==> config.mk <==
export PLATFORM = sky130hd
export DESIGN_NAME = rtcsv_ctrl
export DESIGN_NICKNAME = d
export VERILOG_FILES = /design/src/hdl/rtcsv_pkg.sv /design/src/hdl/rtcsv_ctrl.sv /design/src/hdl/rtcsv_timer.sv
export VERILOG_INCLUDE_DIRS = /design/src /design/src/hdl
export SDC_FILE = /design/constraint.sdc
export NUM_CORES = 1
export LEC_CHECK = 0
export BUFFER_PORTS_ARGS = -buffer_cell sky130_fd_sc_hd__buf_2
export CAP_MARGIN = 30
export CORE_MARGIN = 2
export CORE_UTILIZATION = 60
export CTS_CLUSTER_SIZE = 10
export DETAILED_ROUTE_END_ITERATION = 10
export HOLD_SLACK_MARGIN = 0.03
export PLACE_DENSITY = 0.79
export SYNTH_ARGS = -nofsm -noshare
export SYNTH_HDL_FRONTEND = slang
export SYNTH_SLANG_ARGS = --single-unit
==> constraint.sdc <==
create_clock -name clk_in -period 5.85 [get_ports clk_in]
set_input_delay 0.585 -clock clk_in [delete_from_list [all_inputs] [get_ports clk_in]]
set_output_delay 0.585 -clock clk_in [all_outputs]
set_load 0.02 [all_outputs]
==> src/hdl/rtcsv_params.svh <==
// constants for the supervisor control block: offsets, bits, timing
// assumes a 10 MHz core clock and a byte-wide register port
`ifndef RTCSV_PARAMS_SVH
`define RTCSV_PARAMS_SVH

// ---------------------------------------------------------------
// register offsets
// ---------------------------------------------------------------
`define RTCSV_OFF_CENTURY  8'h03
`define RTCSV_OFF_RECOVERY 8'h04
`define RTCSV_OFF_CONTROL  8'h08
`define RTCSV_OFF_WATCHDOG 8'h09
`define RTCSV_OFF_ALARM    8'h0a
`define RTCSV_OFF_HALT     8'h0c
`define RTCSV_OFF_FLAGS    8'h0f
`define RTCSV_OFF_OSC      8'h01

// ---------------------------------------------------------------
// bit positions
// ---------------------------------------------------------------
`define RTCSV_BIT_CEB   7
`define RTCSV_BIT_CB    6
`define RTCSV_BIT_TR    7
`define RTCSV_BIT_OUT   7
`define RTCSV_BIT_FT    6
`define RTCSV_BIT_BL    4
`define RTCSV_BIT_AFE   7
`define RTCSV_BIT_SQUARE_WAVE_ENABLE  6
`define RTCSV_BIT_ABE   5
`define RTCSV_BIT_HT    6
`define RTCSV_BIT_ST    7

// ---------------------------------------------------------------
// values and timing
// ---------------------------------------------------------------
`define RTCSV_YEAR_LAST    8'h99
`define RTCSV_WD_RESET     8'h00
`define RTCSV_CLK_HZ       10000000
`define RTCSV_REC_LONG_MS  96
`define RTCSV_REC_SLOW_MS  40
`define RTCSV_REC_SHORT_US 50
`define RTCSV_CHECK_HOURS  24

`endif

==> src/hdl/rtcsv_pkg.sv <==
// types shared by the supervisor control block
// assumes nothing beyond the params header
package rtcsv_pkg;

  // ---------------------------------------------------------------
  // supply state, gray coded along off -> recover -> on
  // ---------------------------------------------------------------
  typedef enum logic [1:0] {
    RTCSV_PWR_OFF     = 2'b00,
    RTCSV_PWR_RECOVER = 2'b01,
    RTCSV_PWR_ON      = 2'b11
  } rtcsv_pwr_t;

endpackage : rtcsv_pkg

==> src/hdl/rtcsv_ctrl.sv <==
// supervisor control: power-fail warning, century flag, open-drain
// output pin, battery check schedule, recovery deselect, defaults.
// assumes rst_in marks initial power (battery attach) and the analog
// comparators arrive as asynchronous levels.
//
// What this block does
// - warning low while sensed input below threshold
// - supply lost: comparison off, warning held low
// - supply back: warning high through recovery, then follows
// - century enable bit 7, flag bit 6 at 03h
// - enable set toggles flag at turnover, else unchanged
// - plain mode: shared pin follows output bit
// - shared pin only pulls low or releases
// - battery check at power-up and daily
// - low battery sets flag bit 4 at 0fh
// - flag holds until a later check passes
// - battery checks only with main supply present
// - recovery select is bit 7 at 04h
// - recovery time chosen by select and oscillator stop
// - host writes ignored during recovery time
// - initial power defaults for control bits
// - later power-up keeps some bits, clears others, sets halt bit
// - watchdog clear covers all eight bits
`timescale 1ns/100ps
`include "rtcsv_params.svh"

module rtcsv_ctrl #(
  parameter longint REC_LONG_CYC  =
    64'(`RTCSV_REC_LONG_MS) * (64'(`RTCSV_CLK_HZ) / 64'd1000),
  parameter longint REC_SLOW_CYC  =
    64'(`RTCSV_REC_SLOW_MS) * (64'(`RTCSV_CLK_HZ) / 64'd1000),
  parameter longint CHECK_CYC     =
    64'(`RTCSV_CHECK_HOURS) * 64'd3600 * 64'(`RTCSV_CLK_HZ)
) (
  // clock and reset
  input  wire logic       clk_in,
  input  wire logic       rst_in,
  // analog comparator levels
  input  wire logic       vcc_ok_in,
  input  wire logic       power_fail_sense_in,
  input  wire logic       batt_low_in,
  // time keeping
  input  wire logic       year_update_in,
  input  wire logic [7:0] year_in,
  // register port
  input  wire logic       reg_wr_in,
  input  wire logic       reg_rd_in,
  input  wire logic [7:0] reg_addr_in,
  input  wire logic [7:0] reg_wdata_in,
  output logic      [7:0] reg_rdata_out,
  // pins
  output logic            power_fail_warn_out,
  output logic            shared_irq_test_out_pin_out,
  output logic            shared_irq_test_out_pin_oe_n_out,
  // control levels to the rest of the clock
  output logic            halt_update_out,
  output logic            oscillator_stop_out
);

  localparam int TW = 40;
  localparam logic [TW-1:0] REC_SHORT_CYC =
    TW'(`RTCSV_REC_SHORT_US * (`RTCSV_CLK_HZ / 1000000));

  // ---------------------------------------------------------------
  // input synchronisers
  // ---------------------------------------------------------------
  logic [2:0] sync_a;
  logic [2:0] sync_b;
  logic [2:0] async_lv;
  logic       vcc_s;
  logic       pfi_low_s;
  logic       batt_low_s;

  assign async_lv = {batt_low_in, power_fail_sense_in, vcc_ok_in};

  genvar gi;
  generate
    for (gi = 0; gi < 3; gi++) begin : g_sync
      always_ff @(posedge clk_in or posedge rst_in) begin
        if (rst_in) begin
          sync_a[gi] <= 1'b0;
          sync_b[gi] <= 1'b0;
        end else begin
          sync_a[gi] <= async_lv[gi];
          sync_b[gi] <= sync_a[gi];
        end
      end
    end
  endgenerate

  assign vcc_s      = sync_b[0];
  assign pfi_low_s  = sync_b[1];
  assign batt_low_s = sync_b[2];

  // ---------------------------------------------------------------
  // supply state
  // ---------------------------------------------------------------
  rtcsv_pkg::rtcsv_pwr_t state;
  rtcsv_pkg::rtcsv_pwr_t next_state;
  logic                  vcc_rise;
  logic                  rec_done;
  logic                  rec_busy;
  logic                  day_done;
  logic                  check_now;
  logic [TW-1:0]         rec_load;

  assign vcc_rise = (state == rtcsv_pkg::RTCSV_PWR_OFF) && vcc_s;

  always_comb begin
    next_state = state;
    unique case (state)
      rtcsv_pkg::RTCSV_PWR_OFF: begin
        if (vcc_s) begin
          next_state = rtcsv_pkg::RTCSV_PWR_RECOVER;
        end
      end
      rtcsv_pkg::RTCSV_PWR_RECOVER: begin
        if (!vcc_s) begin
          next_state = rtcsv_pkg::RTCSV_PWR_OFF;
        end else if (rec_done) begin
          next_state = rtcsv_pkg::RTCSV_PWR_ON;
        end
      end
      rtcsv_pkg::RTCSV_PWR_ON: begin
        if (!vcc_s) begin
          next_state = rtcsv_pkg::RTCSV_PWR_OFF;
        end
      end
      default: begin
        next_state = rtcsv_pkg::RTCSV_PWR_OFF;
      end
    endcase
  end

  always_ff @(posedge clk_in or posedge rst_in) begin
    if (rst_in) begin
      state <= rtcsv_pkg::RTCSV_PWR_OFF;
    end else begin
      state <= next_state;
    end
  end

  // ---------------------------------------------------------------
  // control registers
  // ---------------------------------------------------------------
  logic [7:0] century_year_register;
  logic [7:0] recovery_select_register;
  logic [7:0] control_register;
  logic [7:0] watchdog_register;
  logic [7:0] alarm_register;
  logic [7:0] halt_register;
  logic [7:0] osc_register;
  logic       battery_low_flag;
  logic       wr_ok;
  logic       turnover;
  logic       recovery_time_select;
  logic       oscillator_stop;
  logic       freq_test_enable;
  logic       alarm_irq_enable;
  logic       century_toggle_enable;
  logic       century_flag;
  logic       out_level;

  // writes land only once recovery has ended
  assign wr_ok = reg_wr_in && (state == rtcsv_pkg::RTCSV_PWR_ON);
  assign turnover = year_update_in && (year_in == `RTCSV_YEAR_LAST);

  assign century_toggle_enable = century_year_register[`RTCSV_BIT_CEB];
  assign century_flag          = century_year_register[`RTCSV_BIT_CB];
  assign recovery_time_select  = recovery_select_register[`RTCSV_BIT_TR];
  assign oscillator_stop       = osc_register[`RTCSV_BIT_ST];
  assign freq_test_enable      = control_register[`RTCSV_BIT_FT];
  assign out_level             = control_register[`RTCSV_BIT_OUT];
  assign alarm_irq_enable      = alarm_register[`RTCSV_BIT_AFE];

  // century flag toggles on top of a same-cycle write whose enable bit is set
  always_ff @(posedge clk_in or posedge rst_in) begin
    if (rst_in) begin
      century_year_register <= 8'h00;
    end else begin
      if (wr_ok && reg_addr_in == `RTCSV_OFF_CENTURY) begin
        century_year_register <= reg_wdata_in;
        century_year_register[`RTCSV_BIT_CB] <= reg_wdata_in[`RTCSV_BIT_CB]
          ^ (turnover && reg_wdata_in[`RTCSV_BIT_CEB]);
      end else if (turnover && century_toggle_enable) begin
        century_year_register[`RTCSV_BIT_CB] <= !century_flag;
      end
    end
  end

  // select and stop survive later power-ups, cleared only at reset
  always_ff @(posedge clk_in or posedge rst_in) begin
    if (rst_in) begin
      recovery_select_register <= 8'h00;
      osc_register             <= 8'h00;
    end else begin
      if (wr_ok && reg_addr_in == `RTCSV_OFF_RECOVERY) begin
        recovery_select_register <= reg_wdata_in;
      end
      if (wr_ok && reg_addr_in == `RTCSV_OFF_OSC) begin
        osc_register <= reg_wdata_in;
      end
    end
  end

  // output level kept at later power-up, test bit cleared
  always_ff @(posedge clk_in or posedge rst_in) begin
    if (rst_in) begin
      control_register <= 8'h00;
      control_register[`RTCSV_BIT_OUT] <= 1'b1;
    end else if (vcc_rise) begin
      control_register[`RTCSV_BIT_FT] <= 1'b0;
    end else if (wr_ok && reg_addr_in == `RTCSV_OFF_CONTROL) begin
      control_register <= reg_wdata_in;
    end
  end

  always_ff @(posedge clk_in or posedge rst_in) begin
    if (rst_in) begin
      watchdog_register <= `RTCSV_WD_RESET;
      alarm_register    <= 8'h00;
      halt_register     <= 8'h00;
      halt_register[`RTCSV_BIT_HT] <= 1'b1;
    end else if (vcc_rise) begin
      watchdog_register <= `RTCSV_WD_RESET;
      alarm_register[`RTCSV_BIT_AFE]  <= 1'b0;
      alarm_register[`RTCSV_BIT_ABE]  <= 1'b0;
      alarm_register[`RTCSV_BIT_SQUARE_WAVE_ENABLE] <= 1'b0;
      halt_register[`RTCSV_BIT_HT]    <= 1'b1;
    end else if (wr_ok) begin
      if (reg_addr_in == `RTCSV_OFF_WATCHDOG) begin
        watchdog_register <= reg_wdata_in;
      end
      if (reg_addr_in == `RTCSV_OFF_ALARM) begin
        alarm_register <= reg_wdata_in;
      end
      if (reg_addr_in == `RTCSV_OFF_HALT) begin
        halt_register <= reg_wdata_in;
      end
    end
  end

  assign halt_update_out     = halt_register[`RTCSV_BIT_HT];
  assign oscillator_stop_out = oscillator_stop;

  // ---------------------------------------------------------------
  // register read
  // ---------------------------------------------------------------
  always_ff @(posedge clk_in or posedge rst_in) begin
    if (rst_in) begin
      reg_rdata_out <= 8'h00;
    end else if (reg_rd_in) begin
      unique case (reg_addr_in)
        `RTCSV_OFF_CENTURY:  reg_rdata_out <= century_year_register;
        `RTCSV_OFF_RECOVERY: reg_rdata_out <= recovery_select_register;
        `RTCSV_OFF_CONTROL:  reg_rdata_out <= control_register;
        `RTCSV_OFF_WATCHDOG: reg_rdata_out <= watchdog_register;
        `RTCSV_OFF_ALARM:    reg_rdata_out <= alarm_register;
        `RTCSV_OFF_HALT:     reg_rdata_out <= halt_register;
        `RTCSV_OFF_OSC:      reg_rdata_out <= osc_register;
        `RTCSV_OFF_FLAGS: begin
          reg_rdata_out <= 8'h00;
          reg_rdata_out[`RTCSV_BIT_BL] <= battery_low_flag;
        end
        default:             reg_rdata_out <= 8'h00;
      endcase
    end
  end

  // ---------------------------------------------------------------
  // recovery and daily timers
  // ---------------------------------------------------------------
  // with select clear, a stopped oscillator gives the shorter 40 ms window
  assign rec_load = recovery_time_select ? REC_SHORT_CYC :
                    oscillator_stop ? TW'(REC_SLOW_CYC) :
                    TW'(REC_LONG_CYC);

  rtcsv_timer #(.WIDTH(TW)) u_rec_timer (
    .clk_in   (clk_in),
    .rst_in   (rst_in),
    .start_in (vcc_rise),
    .abort_in (!vcc_s),
    .load_in  (rec_load),
    .busy_out (rec_busy),
    .done_out (rec_done)
  );

  // daily count restarts each power-up, dropped in back-up
  rtcsv_timer #(.WIDTH(TW)) u_day_timer (
    .clk_in   (clk_in),
    .rst_in   (rst_in),
    .start_in (vcc_rise || day_done),
    .abort_in (!vcc_s),
    .load_in  (TW'(CHECK_CYC)),
    .busy_out (),
    .done_out (day_done)
  );

  // ---------------------------------------------------------------
  // battery check
  // ---------------------------------------------------------------
  assign check_now = (vcc_rise || day_done) && vcc_s;

  always_ff @(posedge clk_in or posedge rst_in) begin
    if (rst_in) begin
      battery_low_flag <= 1'b0;
    end else if (check_now) begin
      battery_low_flag <= batt_low_s;
    end
  end

  // ---------------------------------------------------------------
  // pins
  // ---------------------------------------------------------------
  always_ff @(posedge clk_in or posedge rst_in) begin
    if (rst_in) begin
      power_fail_warn_out <= 1'b0;
    end else if (!vcc_s) begin
      power_fail_warn_out <= 1'b0;
    end else if (state != rtcsv_pkg::RTCSV_PWR_ON) begin
      power_fail_warn_out <= 1'b1;
    end else begin
      power_fail_warn_out <= !pfi_low_s;
    end
  end

  // other pin functions live elsewhere; here they just release it
  always_ff @(posedge clk_in or posedge rst_in) begin
    if (rst_in) begin
      shared_irq_test_out_pin_oe_n_out <= 1'b1;
    end else begin
      shared_irq_test_out_pin_oe_n_out <= freq_test_enable ||
        alarm_irq_enable || (watchdog_register != `RTCSV_WD_RESET) ||
        out_level;
    end
  end

  assign shared_irq_test_out_pin_out = 1'b0;

  // ---------------------------------------------------------------
  // checks
  // ---------------------------------------------------------------
  AST_WARN_LOW_OFF: assert property (@(posedge clk_in) disable iff (rst_in)
    !vcc_s |=> !power_fail_warn_out)
    else $error("warning not low without supply");

  AST_WARN_HIGH_REC: assert property (@(posedge clk_in) disable iff (rst_in)
    (state == rtcsv_pkg::RTCSV_PWR_RECOVER && vcc_s) |=> power_fail_warn_out)
    else $error("warning not forced high in recovery");

  AST_WARN_FOLLOW: assert property (@(posedge clk_in) disable iff (rst_in)
    (state == rtcsv_pkg::RTCSV_PWR_ON && vcc_s)
      |=> (power_fail_warn_out == !$past(pfi_low_s)))
    else $error("warning does not follow comparison");

  AST_CB_TOGGLE: assert property (@(posedge clk_in) disable iff (rst_in)
    (turnover && century_toggle_enable && !reg_wr_in)
      |=> (century_flag != $past(century_flag)))
    else $error("century flag missed turnover");

  AST_CB_HOLD: assert property (@(posedge clk_in) disable iff (rst_in)
    (!century_toggle_enable && !reg_wr_in) |=> $stable(century_flag))
    else $error("century flag moved while disabled");

  AST_NO_WRITE_REC: assert property (@(posedge clk_in) disable iff (rst_in)
    (state == rtcsv_pkg::RTCSV_PWR_RECOVER) |=> $stable(control_register))
    else $error("write accepted during recovery");

  AST_PIN_PLAIN: assert property (@(posedge clk_in) disable iff (rst_in)
    (!freq_test_enable && !alarm_irq_enable
      && watchdog_register == `RTCSV_WD_RESET)
      |=> (shared_irq_test_out_pin_oe_n_out == $past(out_level)))
    else $error("shared pin not following output bit");

  AST_BL_SET: assert property (@(posedge clk_in) disable iff (rst_in)
    (check_now && batt_low_s) |=> battery_low_flag ##1 battery_low_flag)
    else $error("battery low not flagged");

  // flag must not move while main supply is absent
  AST_CHECK_SUPPLY: assert property (@(posedge clk_in) disable iff (rst_in)
    !vcc_s |=> $stable(battery_low_flag))
    else $error("battery check without supply");

  AST_UP_DEFAULTS: assert property (@(posedge clk_in) disable iff (rst_in)
    vcc_rise |=> (halt_update_out && !freq_test_enable
      && watchdog_register == `RTCSV_WD_RESET && !alarm_irq_enable))
    else $error("power-up defaults not applied");

  AST_REC_SHORT: assert property (@(posedge clk_in) disable iff (rst_in)
    (vcc_rise && recovery_time_select)
      |-> ##[1:600] (state != rtcsv_pkg::RTCSV_PWR_RECOVER))
    else $error("short recovery overran");

endmodule : rtcsv_ctrl

==> src/hdl/rtcsv_timer.sv <==
// down counter with load, abort and a one-cycle done pulse
// assumes load, abort come from logic on the same clock
`timescale 1ns/100ps

module rtcsv_timer #(
  parameter int WIDTH = 40
) (
  // clock and reset
  input  wire logic             clk_in,
  input  wire logic             rst_in,
  // control
  input  wire logic             start_in,
  input  wire logic             abort_in,
  input  wire logic [WIDTH-1:0] load_in,
  // status
  output logic                  busy_out,
  output logic                  done_out
);

  logic [WIDTH-1:0] count;

  always_ff @(posedge clk_in or posedge rst_in) begin
    if (rst_in) begin
      count <= '0;
    end else if (start_in) begin
      count <= load_in;
    end else if (abort_in) begin
      count <= '0;
    end else if (count != '0) begin
      count <= count - WIDTH'(1);
    end
  end

  always_ff @(posedge clk_in or posedge rst_in) begin
    if (rst_in) begin
      done_out <= 1'b0;
    end else begin
      done_out <= (count == WIDTH'(1)) && !start_in && !abort_in;
    end
  end

  assign busy_out = (count != '0);

endmodule : rtcsv_timer

* Word-level counts from Yosys, hierarchy flattened *
Cells that the tools add are included.

word-level totals
  logic and storage cells = 117
  bits in registers = 157
  output and inout bits = 13
  input port bits = 32

operators by class
  add/subtract/negate cells = 2
  mux-type cells = 29
  reductions and logical operators = 39
  eq/ne operators = 19
  bitwise operators = 2

operators with widths
  operator                 number
  $mux W40                 6
  $eq A40 B1 Y1 const B    2
  $reduce_bool A40 Y1      2
  $sub A40 B1 Y40 const B  2
  $pmux W8 S8              1
  $eq A8 B4 Y1 const B     5
  $mux W20                 2
  $mux W8                  5
  $mux W7                  3
  $logic_and A1 B1 Y1      14
  $reduce_bool A2 Y1       6
  $reduce_and A3 Y1        3
  $eq A8 B1 Y1 const B     1
  $eq A8 B2 Y1 const B     1
  $eq A8 B3 Y1 const B     1
  $eq A8 B8 Y1 const B     1
  $mux W2                  4
  $reduce_and A2 Y1        4
  $reduce_bool A8 Y1       1
  $mux W1                  6
  $ne A2 B2 Y1 const B     3
  $ne A3 B1 Y1 const B     2
  $pmux W2 S3              1
  $logic_not A1 Y1         4
  8 further kinds          11

* Longest topological paths before layout *
  depth in word-level cells = 6
  depth in mapped cells = 9
  mapped depth without buffers = 8

* Cells and area by module *
A second synthesis with hierarchy kept.

unflattened totals
  cells, all modules = 941
  area, all modules = 8,906.0 µm²

by module, submodules not included
  module       cells an instance  seq. area each (µm²)  instances  area an instance (µm²)
  rtcsv_timer  323                1,026.0               2          2,657.5
  rtcsv_ctrl   295                1,880.6               1          3,590.9

* Worst setup path before layout *
OpenSTA, ideal clock, no wires.

  path kind = register -> register
  start point = reg u_day_timer.count[29]
  end point = reg u_day_timer.count[25]
  path slack = 3,365 ps
  cell stages (with the launch flop) = 8
  buffers on the path = 1
  arrival time = 2,338 ps
  setup time = 147 ps
  path through = dfrtp_1 > or4_1 > or4_4 > nor3b_2 > buf_2 > nand4_1 > o21ai_0 > a21oi_1

between the ends
  word-level cells in the longest chain between the ends = 2

RTL lines
  item                      RTL line           text
  start: declaration        rtcsv_timer.sv:20  logic [WIDTH-1:0] count;
  start signal: assignment  rtcsv_timer.sv:26  count <= load_in;
  start signal: assignment  rtcsv_timer.sv:30  count <= count - WIDTH'(1);
  $reduce_bool A40 Y1       rtcsv_timer.sv:29  end else if (count != '0) begin
  $ne A3 B1 Y1 (no line)    -

No other way between the ends.
A chain may end at the register's enable or synchronous reset.

* Worst setup path after layout *
  start point = reg u_day_timer.count[29]
  end point = reg u_day_timer.count[37]

between the ends
  word-level cells in the longest chain between the ends = 4

RTL lines
  item             RTL line           text
  $sub A40 B1 Y40  rtcsv_timer.sv:30
  $mux W40         rtcsv_timer.sv:29
  $mux W40         rtcsv_timer.sv:27  end else if (abort_in) begin
  $mux W40         rtcsv_timer.sv:25  end else if (start_in) begin

Several ways; a longest one is shown, not always the timed one. The select of a mux whose other input is x is not followed.

==> reports/results.txt <==
total of max-cap violations - 0
DR pass1 iterations - 5
Vias - 6549
Fin Clk Skew - 0.00913 ns
Worst VDD drop - 209 uV
part of the cycle the worst path needs - 53.9%
Most used DFF post-synth - dfrtp_1
clock latency on the worst-skew pair - 0.43 ns
GRT overflow - 0
average size of a mapped cell - 10.1 sq um
#FFs+latches synth - 157
outcome - finished clean
H-tree lvl count - 4
final setup TNS - 0 ns
core area - 13100 sq um
most common cell after layout, fill and taps aside - dfrtp_1
YS warnings - 0
Post-Layout Cell Count - 1008
post-route ant nets - 0
register area share after synthesis - 49.6%
maximum root-to-sink buffer count - 2
post_cts resized - 0
fin. max-slew vios - 0
Min-Delay Path Class - input port to flip-flop
Die H - 119 um
Buffers on Ports - 43
All-Layer GR Usage - 28.5%
# setup viols final - 0
WL per Instance - 19.0 um
CTS tree - yes
CP Launch Type - flip-flop
diodes inserted - 0
# IOs - 45
CTS sink cnt - 157
Synth area leaders - dfrtp_1 (49%), mux2_2 (6.5%), nor2_1 (3.6%)
Crit Path Category - flip-flop to flip-flop
Critical Path Fanout Max - 32
Fillers - 987
share of the synthesized area in the top cell type - 48.6%
Final GP Congestion - 0.845
share of layout cells above drive strength 1 - 17.1%
initial antenna violation count - 0
count of final hold-check violations - 0
Rel. slew slack - 29.3%
CTS buffer count - 17
drc violations - 0
critical path arrival - 3.48 ns
Rows - 42
Critical Path RT - 6.18 ns
largest net degree at the start of global routing - 90
fmax - 0.317 GHz
Yosys cell types - 64
Reg clk slew, reported paths - 0.06 ns
PwrDens - 291 nW/um^2
final net count - 857
post-synthesis cell count - 788
DR vias/cell - 6.50
unrepaired setup endpoints after global routing - no
drt initial violations - 895
number of global-route vias before repair - 6662
Synth area leader - dfrtp_1
number of synthesized flops with an enable pin - 0
Layout area overhead - 11.7%
dpl cells - 976
routed length on met1 - 8190 um
Initial Util - 60.6%
Chip Width - 119 um
first-pass GRT wire length - 32600 um
Crit. End Element - flip-flop
met3 WL - 1190 um
Post-synth ARST share - 100%
Tmin final - 3.15 ns
commonest cells after routing, fill and taps aside - dfrtp_1 (154), nor2_1 (75), nand2_1 (49)
Lkg Pwr - 3.88 nW
uppermost layer routed - met4
met2 routed WL - 9380 um
Post-Syn Nets - 826
final WL - 19200 um
Die ar. - 14200 sq um
setup repair bufs after CTS - 0
Post-CTS Hold Fix Bufs - 0
Root Driver - clkbuf_16
Synth Cell Area - 7930 sq um
Worst-Margin Slew - 1.05 ns
hpwl dp - 12600 um
[per-layer routing]
layer / vias to the layer above / global-route usage [%]
met1: 3255 / 37.3
met3: 40 / 6.23
li1: 2979 / -
met5: - / 0
met2: 275 / 47.2
met4: 0 / 9.97
[cell families after synthesis]
| group | after synthesis | share of synthesized area, % |
|---|---|---|
| and+or+nand+nor | 303 | 20.7 |
| buffers and inverters | 57 | 3.00 |
| muxes | 62 | 8.55 |
| adders and majority gates | 6 | 0.947 |
| xor gates and xnor gates | 38 | 4.20 |
| AOI/OAI and AO/OA | 164 | 13.0 |
| DFF | 157 | 49.6 |
| other | 1 | 0.0473 |
[through the flow]
step | util, % | total power (W) | hold slack, ns | worst slack, ns | area, sq um
2_1_floorplan | - | 0.00139 | 0.331 | 1.04 | 7930
3_3_place_gp | 62.9 | 0.00146 | 0.334 | 2.70 | 8230
3_5_place_dp | 63.1 | 0.00147 | 0.349 | 2.68 | 8260
4_1_cts | 67.7 | 0.00258 | 0.255 | 2.72 | 8860
5_1_grt | 67.7 | 0.00268 | 0.250 | 2.48 | 8860
6_report | 67.7 | 0.00258 | 0.265 | 2.70 | 8860
[layout make-up]
class / instances / area (sq um) / share of cell area [%]
inverter: 20 / 80.1 / 0.904
multi-input combinational: 574 / 3760 / 42.5
timing repair buffer: 49 / 265 / 2.99
sequential: 157 / 3930 / 44.4
clock buffer: 24 / 492 / 5.55
clock inverter: 8 / 108 / 1.21
tap: 176 / 220 / 2.49
[path summary, 6_finish.rpt]
| check | startpoint | slack [ns] | end | cells after the start |
|---|---|---|---|---|
| worst max-delay path | u_day_timer.count[29] | 2.70 | u_day_timer.count[37] | 6 |
| worst min register to register | sync_a[0] | 0.36 | vcc_s | 0 |
| max in group asynchronous | rst_in | 4.16 | century_year_register[1] | 3 |
| min in group asynchronous | rst_in | 0.31 | u_day_timer.count[31] | 2 |
| worst min-delay path | batt_low_in | 0.27 | sync_a[2] | 1 |
| worst max register to register | u_day_timer.count[29] | 2.70 | u_day_timer.count[37] | 6 |
[cells in the mapped netlist (3+ instances only)]
library cell / instances
dfrtp_1: 154
nor2_1: 75
nand2_1: 49
mux2_2: 46
a21oi_1: 45
o21ai_0: 45
or3_1: 30
clkbuf_1: 28
nor3_1: 28
nor4_1: 26
xnor2_1: 23
or4_1: 22
inv_1: 20
nand3_1: 18
mux2i_1: 16
xor2_1: 15
nand4_1: 12
a31oi_1: 9
o41ai_1: 9
and3_1: 8
o22ai_1: 8
a211oi_1: 7
ha_1: 6
o31ai_1: 6
a221oi_1: 5
and4_1: 5
nor2b_1: 5
a22o_1: 4
and2_1: 4
buf_2: 4
dfstp_2: 3
nand2b_1: 3
o21a_1: 3
o31a_1: 3
[critical path, stage by stage, from the launching register on]
cell	delay [ns]
dfrtp_1	0.41
or4_1	0.62
or4_4	0.47
nor3b_2	0.67
and4_4	0.57
o21ai_0	0.16
a21oi_1	0.15
[flip-flops by register name, indices dropped and copies added (netlist names), 8 cells and up]
name	cells
u_day_timer.count	40
u_rec_timer.count	40
alarm_register	8
century_year_register	8
control_register	8
halt_register	8
osc_register	8
recovery_select_register	8
reg_rdata_out	8
watchdog_register	8
[report_power, final]
part           leakage (nW)  switching, W  internal, W  total [W]
clock                 0.279      0.000437     0.000675    0.00111
sequential             2.12     0.0000415      0.00112    0.00116
combinational          1.48      0.000195     0.000105   0.000300
total                  3.88      0.000674      0.00190    0.00258
Power figures use the tool's default switching activity.
